==> config.mk <==
export PLATFORM = sky130hd
export DESIGN_NAME = dual_retimer_path_select
export DESIGN_NICKNAME = d
export VERILOG_FILES = /design/src/pkg/retimer_pkg.sv /design/src/rtl/dual_retimer_path_select.sv
export SDC_FILE = /design/constraint.sdc
export NUM_CORES = 1
export LEC_CHECK = 0
export ABC_AREA = 1
export BUFFER_PORTS_ARGS = -buffer_cell sky130_fd_sc_hd__buf_2
export CAP_MARGIN = 20
export CORE_MARGIN = 1.5
export CORE_UTILIZATION = 45
export CTS_BUF_LIST = sky130_fd_sc_hd__clkbuf_8
export CTS_CLUSTER_SIZE = 25
export DETAILED_ROUTE_END_ITERATION = 8
export PLACE_DENSITY = 0.71
export SLEW_MARGIN = 40
export SYNTH_ARGS = -nofsm -noshare
export SYNTH_HDL_FRONTEND = slang
export SYNTH_SLANG_ARGS = --single-unit
==> constraint.sdc <==
create_clock -name clk_i -period 2.29 [get_ports clk_i]
set_input_delay 0 -clock clk_i [delete_from_list [all_inputs] [get_ports clk_i]]
set_output_delay 0 -clock clk_i [all_outputs]
set_load 0.03 [all_outputs]
==> src/pkg/retimer_pkg.sv <==
// Purpose: shared constants and types of the dual retimer path select block
// Assumes: 20 MHz system clock, one serial bit per clock cycle in the model
// Notes: times are in ns, cycle counts derive from them
package retimer_pkg;
   localparam int CLK_MHZ = 20;
   // half-rate synthesizer multiplies the reference by five, two bits per cycle
   localparam int SYNTH_MULT = 5;
   localparam int REF_PERIOD_CYC = 2 * SYNTH_MULT;
   localparam int REF_TOL_CYC = 1;
   localparam int REF_MISS_MAX = 4;
   localparam int REF_DOWN_CYC = REF_PERIOD_CYC * (REF_MISS_MAX + 1);
   localparam int T_INI_NS = 4000;
   localparam int T_LCK_NS = 1600;
   localparam int INI_CYC = (T_INI_NS * CLK_MHZ + 999) / 1000;
   localparam int LCK_CYC = (T_LCK_NS * CLK_MHZ + 999) / 1000;
   localparam int FIFO_DEPTH = 8;
   localparam int FIFO_WIDTH = 2;
   // register map, byte addresses
   localparam logic [7:0] ADDR_CTRL = 8'h00;
   localparam logic [7:0] ADDR_STATUS = 8'h04;
   localparam logic [7:0] ADDR_RELOCKS = 8'h08;
   // control fields
   localparam int LOOP_A_BIT = 0;
   localparam int LOOP_B_BIT = 1;
   localparam int DRIVE_A_BIT = 2;
   localparam int DRIVE_B_BIT = 3;
   localparam logic [3:0] CTRL_RESET = 4'hf;
   // status fields
   localparam int LOCKED_BIT = 0;
   localparam int RECOVER_BIT = 1;
   localparam int LEVEL_LSB = 4;
   typedef enum logic [1:0] {st_acquire, st_locked, st_recover} lock_state_t;
endpackage

==> src/rtl/dual_retimer_path_select.sv <==
// Purpose: lane retiming, loopback path select and driver enables, Wishbone registers
// Assumes: inputs synchronous to clk_i, serial bits arrive one per cycle
// Notes: retimed lane pairs pass through a small FIFO before the path mux
//
// The register addresses and register access over Wishbone are this design's own decisions.
`timescale 1ns/1ps

////////////////////////////////////////////////////////////////////////////////
// fifo with valid/ready on both sides
module retime_fifo #(
   parameter int WIDTH = 2,
   parameter int DEPTH = 8
) (
   // clock and reset
   input wire logic clk_i,
   input wire logic rst_i,
   // fill side
   input wire logic in_valid_i,
   output logic in_ready_o,
   input wire logic [WIDTH-1:0] in_data_i,
   // drain side
   output logic out_valid_o,
   input wire logic out_ready_i,
   output logic [WIDTH-1:0] out_data_o,
   // fill level
   output logic [$clog2(DEPTH):0] level_o
);
   localparam int AW = $clog2(DEPTH);
   logic [WIDTH-1:0] mem [DEPTH];
   logic [AW:0] wr_ptr, rd_ptr, next_wr_ptr, next_rd_ptr;
   logic push, pop;

   assign level_o = wr_ptr - rd_ptr;
   assign in_ready_o = (level_o != (AW+1)'(DEPTH));
   assign out_valid_o = (wr_ptr != rd_ptr);
   assign out_data_o = mem[rd_ptr[AW-1:0]];
   assign push = in_valid_i && in_ready_o;
   assign pop = out_valid_o && out_ready_i;

   always_comb begin
      next_wr_ptr = push ? wr_ptr + 1'b1 : wr_ptr;
      next_rd_ptr = pop ? rd_ptr + 1'b1 : rd_ptr;
   end

   always_ff @(posedge clk_i) begin
      if (rst_i) begin
         wr_ptr <= '0;
         rd_ptr <= '0;
      end else begin
         wr_ptr <= next_wr_ptr;
         rd_ptr <= next_rd_ptr;
      end
   end

   // storage is not reset, only the pointers say what is valid
   always_ff @(posedge clk_i) begin
      if (push) begin
         mem[wr_ptr[AW-1:0]] <= in_data_i;
      end
   end
endmodule

////////////////////////////////////////////////////////////////////////////////
module dual_retimer_path_select (
   // clock and reset
   input wire logic clk_i,
   input wire logic rst_i,
   // wishbone slave
   input wire logic wb_cyc_i,
   input wire logic wb_stb_i,
   input wire logic wb_we_i,
   input wire logic [7:0] wb_adr_i,
   input wire logic [3:0] wb_sel_i,
   input wire logic [31:0] wb_dat_i,
   output logic [31:0] wb_dat_o,
   output logic wb_ack_o,
   // reference clock, sampled as a level
   input wire logic ref_clk_i,
   // serial inputs
   input wire logic serial_in_a_i,
   input wire logic serial_in_b_i,
   input wire logic serial_valid_i,
   output logic serial_ready_o,
   // serial outputs
   output logic serial_out_a_o,
   output logic serial_out_b_o,
   output logic serial_out_valid_o,
   input wire logic out_ready_i,
   // driver enables and lock
   output logic out_drive_on_a_o,
   output logic out_drive_on_b_o,
   output logic locked_o
);
   localparam int LW = $clog2(retimer_pkg::FIFO_DEPTH) + 1;

   ////////////////////////////////////////////////////////////////////////////
   // control and status registers
   logic [3:0] ctrl, next_ctrl;
   logic [15:0] relocks, next_relocks;
   logic [31:0] next_dat;
   logic ack, next_ack;
   logic wr_en;
   logic [LW-1:0] level;
   retimer_pkg::lock_state_t state, next_state;
   logic loop_ctl_a_n, loop_ctl_b_n;

   assign loop_ctl_a_n = ctrl[retimer_pkg::LOOP_A_BIT];
   assign loop_ctl_b_n = ctrl[retimer_pkg::LOOP_B_BIT];
   assign out_drive_on_a_o = ctrl[retimer_pkg::DRIVE_A_BIT];
   assign out_drive_on_b_o = ctrl[retimer_pkg::DRIVE_B_BIT];
   assign wb_ack_o = ack;
   assign wr_en = wb_cyc_i && wb_stb_i && wb_we_i && ack;

   always_comb begin
      next_ack = wb_cyc_i && wb_stb_i && !ack;
      next_ctrl = ctrl;
      if (wr_en && wb_sel_i[0] && wb_adr_i == retimer_pkg::ADDR_CTRL) begin
         next_ctrl = wb_dat_i[3:0];
      end
      next_dat = '0;
      if (wb_cyc_i && wb_stb_i && !ack && !wb_we_i) begin
         unique case (wb_adr_i)
            retimer_pkg::ADDR_CTRL: next_dat = {28'h0000000, ctrl};
            retimer_pkg::ADDR_STATUS: begin
               next_dat[retimer_pkg::LOCKED_BIT] = (state == retimer_pkg::st_locked);
               next_dat[retimer_pkg::RECOVER_BIT] = (state == retimer_pkg::st_recover);
               next_dat[retimer_pkg::LEVEL_LSB +: LW] = level;
            end
            retimer_pkg::ADDR_RELOCKS: next_dat = {16'h0000, relocks};
            default: next_dat = '0;
         endcase
      end
   end

   always_ff @(posedge clk_i) begin
      if (rst_i) begin
         ctrl <= retimer_pkg::CTRL_RESET;
         ack <= 1'b0;
         wb_dat_o <= '0;
      end else begin
         ctrl <= next_ctrl;
         ack <= next_ack;
         wb_dat_o <= next_dat;
      end
   end

   ////////////////////////////////////////////////////////////////////////////
   // reference clock monitor and lock state
   logic ref_q, ref_rise;
   logic [7:0] gap, next_gap;
   logic [7:0] timer, next_timer;
   logic period_ok, missing, link_down, bad_period;
   logic ref_seen, next_ref_seen;

   assign ref_rise = ref_clk_i && !ref_q;
   // expected period is two bits per synthesized cycle, five per reference
   assign period_ok = ref_rise
      && (gap + 8'h01 >= 8'(retimer_pkg::REF_PERIOD_CYC - retimer_pkg::REF_TOL_CYC))
      && (gap + 8'h01 <= 8'(retimer_pkg::REF_PERIOD_CYC + retimer_pkg::REF_TOL_CYC));
   assign missing = gap >= 8'(retimer_pkg::REF_PERIOD_CYC + retimer_pkg::REF_TOL_CYC);
   assign link_down = gap >= 8'(retimer_pkg::REF_DOWN_CYC);
   // the first rise after reset only starts the period count
   assign bad_period = ref_rise && ref_seen && !period_ok;
   assign locked_o = (state == retimer_pkg::st_locked);

   always_comb begin
      next_gap = ref_rise ? 8'h00 : (gap == 8'hff ? gap : gap + 8'h01);
      next_ref_seen = ref_seen || ref_rise;
      next_state = state;
      next_timer = timer;
      next_relocks = relocks;
      unique case (state)
         retimer_pkg::st_acquire: begin
            if (link_down || bad_period) begin
               next_timer = 8'h00;
            end else if (timer == 8'(retimer_pkg::INI_CYC - 1)) begin
               next_state = retimer_pkg::st_locked;
               next_timer = 8'h00;
            end else begin
               next_timer = timer + 8'h01;
            end
         end
         retimer_pkg::st_locked: begin
            if (link_down) begin
               next_state = retimer_pkg::st_acquire;
               next_timer = 8'h00;
            end else if (missing || bad_period) begin
               next_state = retimer_pkg::st_recover;
               next_timer = 8'h00;
               next_relocks = relocks + 16'h0001;
            end
         end
         retimer_pkg::st_recover: begin
            if (link_down) begin
               next_state = retimer_pkg::st_acquire;
               next_timer = 8'h00;
            end else if (missing || bad_period) begin
               next_timer = 8'h00;
            end else if (timer == 8'(retimer_pkg::LCK_CYC - 1)) begin
               next_state = retimer_pkg::st_locked;
               next_timer = 8'h00;
            end else begin
               next_timer = timer + 8'h01;
            end
         end
         default: begin
            next_state = retimer_pkg::st_acquire;
            next_timer = 8'h00;
         end
      endcase
   end

   always_ff @(posedge clk_i) begin
      if (rst_i) begin
         ref_q <= 1'b0;
         ref_seen <= 1'b0;
         gap <= 8'h00;
         timer <= 8'h00;
         relocks <= 16'h0000;
         state <= retimer_pkg::st_acquire;
      end else begin
         ref_q <= ref_clk_i;
         ref_seen <= next_ref_seen;
         gap <= next_gap;
         timer <= next_timer;
         relocks <= next_relocks;
         state <= next_state;
      end
   end

   ////////////////////////////////////////////////////////////////////////////
   // retimed lane pairs buffered, then steered to the outputs
   logic fifo_valid, pop;
   logic [retimer_pkg::FIFO_WIDTH-1:0] fifo_data;
   logic next_out_a, next_out_b, next_out_valid;

   retime_fifo #(
      .WIDTH(retimer_pkg::FIFO_WIDTH),
      .DEPTH(retimer_pkg::FIFO_DEPTH)
   ) u_fifo (
      .clk_i(clk_i),
      .rst_i(rst_i),
      .in_valid_i(serial_valid_i),
      .in_ready_o(serial_ready_o),
      .in_data_i({serial_in_b_i, serial_in_a_i}),
      .out_valid_o(fifo_valid),
      .out_ready_i(pop),
      .out_data_o(fifo_data),
      .level_o(level)
   );

   // output stage drains whenever it is empty or its bit is taken
   assign pop = !serial_out_valid_o || out_ready_i;

   always_comb begin
      next_out_a = serial_out_a_o;
      next_out_b = serial_out_b_o;
      next_out_valid = serial_out_valid_o && !out_ready_i;
      // bits keep flowing through relock so no bit is stretched or cut
      if (pop && fifo_valid) begin
         next_out_valid = 1'b1;
         if (!loop_ctl_a_n && loop_ctl_b_n) begin
            next_out_a = fifo_data[0];
            next_out_b = fifo_data[0];
         end else if (loop_ctl_a_n && !loop_ctl_b_n) begin
            next_out_a = fifo_data[1];
            next_out_b = fifo_data[1];
         end else if (!loop_ctl_a_n && !loop_ctl_b_n) begin
            next_out_a = fifo_data[0];
            next_out_b = fifo_data[1];
         end else begin
            next_out_a = fifo_data[1];
            next_out_b = fifo_data[0];
         end
      end
   end

   always_ff @(posedge clk_i) begin
      if (rst_i) begin
         serial_out_a_o <= 1'b0;
         serial_out_b_o <= 1'b0;
         serial_out_valid_o <= 1'b0;
      end else begin
         serial_out_a_o <= next_out_a;
         serial_out_b_o <= next_out_b;
         serial_out_valid_o <= next_out_valid;
      end
   end
endmodule

==> flow_metrics.py <==
metrics = {
    "synth": {
        "synth-seq-cells": 87,
        "synth-edff-count": 16,
        "synth_cell_types": 41,
        "yosysTopAreaCell": "dfxtp_1",
        "synthesis.area_um2": 4400,
        "synthCells": 579,
        "ys_top_cells_by_count": "nand2_1, inv_1, dfxtp_1",
        "yosys.area.top_type_share_pct": 32.3,
        "ys.flop_type": "dfxtp_1",
        "ys.warnings.count": 0,
        "synth_area_leaders": "dfxtp_1, edfxtp_1, nand2_1",
        "ys_seq_area_share_pct": 43.2,
        "syn_area_per_cell_um2": 7.60,
        "ys_async_sr_fraction_pct": 0,
        "synth.most_common_cell": "nand2_1",
    },
    "timing": {
        "max_slew.worst_pin.slew_ps": 632,
        "finalCriticalPeriod_ps": 2170,
        "max_freq_mhz": 462,
        "drv_slew": 0,
        "hold_violations": 0,
        "timing.slew.headroom_pct": 57.7,
        "clock-skew-final_ps": 10.8,
        "fin_crit_sh_pct": 94.6,
        "setup-violations-final": 0,
        "fin_ws_ps": 124,
    },
    "power_and_ir_drop": {
        "leakagePower_nw": 2.18,
        "power.density_nw_per_um2": 752,
        "ir_drop_v": 0.000338,
    },
    "route": {
        "detail_route.wl_per_cell_um": 12.5,
        "drt-initial-drc-count": 115,
        "drtPass1Iterations": 4,
        "vias": 3792,
        "drc": 0,
        "detail-route-antenna-nets": 0,
        "avgViaCountPerCell": 4.91,
        "routed_wirelength_mm": 9.62,
    },
    "worst_setup_path": {
        "reg2reg_depth": 9,
        "arrival_ps": 2240,
        "required_ps": 2360,
        "crit_type": "flip-flop to flip-flop",
        "r2r-start": "u_fifo.wr_ptr[0]",
        "r2r-end": "u_fifo.mem[6][1]",
        "startpoint_type": "flip-flop",
        "end_kind": "flip-flop",
        "crit_fanout": 9,
        "reg2reg_slack_ps": 120,
    },
    "finish": {
        "multiInputGateArea_um2": 2100,
        "seq_area_um2": 1900,
        "nNetsFinal": 704,
        "drive_above_1_share_pct": 15.1,
        "postLayoutCoreUtil_pct": 53.9,
        "diodes": 0,
        "area_delta_synth_final_pct": 14.9,
        "fillers": 898,
    },
    "global_route": {
        "gr-total-overflow": 0,
        "track_usage_pct": 19.3,
        "grt_pass1_vias": 3434,
        "grt_start_max_net_pins": 21,
        "grt_pass1_wl_mm": 15.8,
        "antenna_found_initial": 0,
    },
    "placement": {
        "preCtsSetupSlack_ps": 96.0,
        "place_congestion": 0.883,
        "hpwlAfterDp_mm": 7.01,
        "port-buffer-count": 46,
    },
    "cts": {
        "cts.sinks": 87,
        "clk_latency_ps": 360,
        "clock_path_buffers": 2,
        "clockRootBuffer": "clkbuf_8",
        "h-tree-depth": 3,
        "clk_pin_slew_worst_paths_ps": 100,
        "cts_tree": "yes",
        "cts_buffers": 9,
    },
    "floorplan": {
        "die_height_um": 102,
        "core_um2": 9370,
        "rows": 35,
        "start_util_pct": 46.9,
        "fp.dieW_um": 102,
        "die-area_um2": 10400,
        "pin_count": 94,
    },
    "job": {
        "cap_violations": 0,
    },
    "hold_path": {
        "whs_path_depth": 4,
        "holdPathEnd": "wb_dat_o[2]",
        "min_from": "wb_adr_i[3]",
        "hold_class": "primary input to flip-flop",
    },
    "run_status": {
        "status": "finished, final reports clean",
    },
}
## worst max path at each step
stage | depth (start not counted) | to | start | slack (ps)
after floorplan | 9 | u_fifo.mem[0][0] | u_fifo.wr_ptr[0] | 20
after global placement | 11 | u_fifo.mem[2][0] | u_fifo.rd_ptr[2] | 160
after detailed placement | 11 | u_fifo.mem[2][0] | u_fifo.rd_ptr[1] | 100
after CTS | 11 | u_fifo.mem[4][0] | u_fifo.rd_ptr[2] | 70
after global routing | 11 | u_fifo.mem[6][0] | u_fifo.rd_ptr[2] | -9
final | 9 | u_fifo.mem[6][1] | u_fifo.wr_ptr[0] | 120
## state kept, by name, summed over array words and instances (netlist names), 2 cells and up, named ones only
name	count
relocks	16
u_fifo.mem	16
wb_dat_o	16
gap	8
timer	8
ctrl	4
u_fifo.rd_ptr	4
u_fifo.wr_ptr	4
state	2
## through the flow
stage          cell area [µm²]  hold WS [ps]  power, mW  TNS, ps  cells
2_1_floorplan             4470          88.4       2.42        0    594
3_3_place_gp              4690           215       2.59        0    745
3_5_place_dp              4690           233       2.62        0    745
4_1_cts                   4990          11.3       3.76        0    771
5_1_grt                   5050          66.6       4.00    -17.3    773
6_report                  5050          41.4       3.80        0    773
## report_power, final
group / leakage (nW) / internal [mW] / switching, mW
clock network: 0.103 / 0.527 / 0.609
registers: 0.722 / 1.67 / 0.0893
logic: 1.35 / 0.310 / 0.595
total: 2.18 / 2.51 / 1.29
## worst max-delay path, cell delays in order, from the launching register on
cell and delay [ps]:
dfxtp_1 400, inv_2 90, ha_1 210, fa_1 380, xor2_1 170, nand4_1 140
nand2_4 110, inv_2 80, nand2_2 110, nor3_4 170
## area by class of cell
type                       instances  area share (%)
multi-input combinational        397            41.6
sequential                        87            37.7
timing repair buffer              59            7.03
inverter                          85            6.41
tap                              129            3.19
clock buffer                       9            2.45
clock inverter                     7            1.66
## layout by cell type, fill, tap and decap left out, drive strengths merged
master       synthesis  final
bufinv               0      1
a21boi               1      1
nand2              124    124
nor2                69     69
a21oi               30     30
xnor2                4      4
ha                  10     10
o211ai               6      6
conb                 1     16
buf                 19     48
clkbuf               6      9
or2                  1      1
nor4                 6      6
a31oi                1      1
dfxtp               71     71
o21ai               25     25
and3                 1      1
nor3                18     18
fa                   1      1
a211oi               1      1
xor2                17     17
inv                 85     90
o32ai                2      2
nand4                6      6
edfxtp              16     16
mux2i                1      1
o22ai                8      8
a31o                 1      1
nand3b               4      4
nand3               44     44
dlygate4sd3          0     11
clkinvlp             0      1
## metal layers
| layer | wire [µm] | track usage (%) |
|---|---|---|
| met1 | 4480 | 25.2 |
| met2 | 4580 | 32.4 |
| met3 | 390 | 2.74 |
| met4 | 173 | 8.01 |
| met5 | 0 | 0 |
## timing repair
action / 4_1_cts / 5_1_grt
setup buffers: 0 / 1
endpoints found under the setup margin: 0 / 28
hold buffers: 10 / 1
hold endpoints to repair: 23 / 1
resized for setup: 0 / 11
## cells by family (layout without fill, tap and decap cells)
group | count (synthesis) | after routing | share of synthesized area, %
AO/OA/AOI/OAI | 75 | 75 | 10.0
XOR/XNOR | 21 | 21 | 4.18
adder cells (fa/ha/maj) | 11 | 11 | 3.30
buffers and inverters | 110 | 160 | 11.4
flip-flops | 87 | 87 | 43.2
multiplexers | 1 | 1 | 0.228
other | 1 | 16 | 0.0852
AND/OR/NAND/NOR | 273 | 273 | 27.5
No activity file was read; power rests on OpenSTA's default activity.
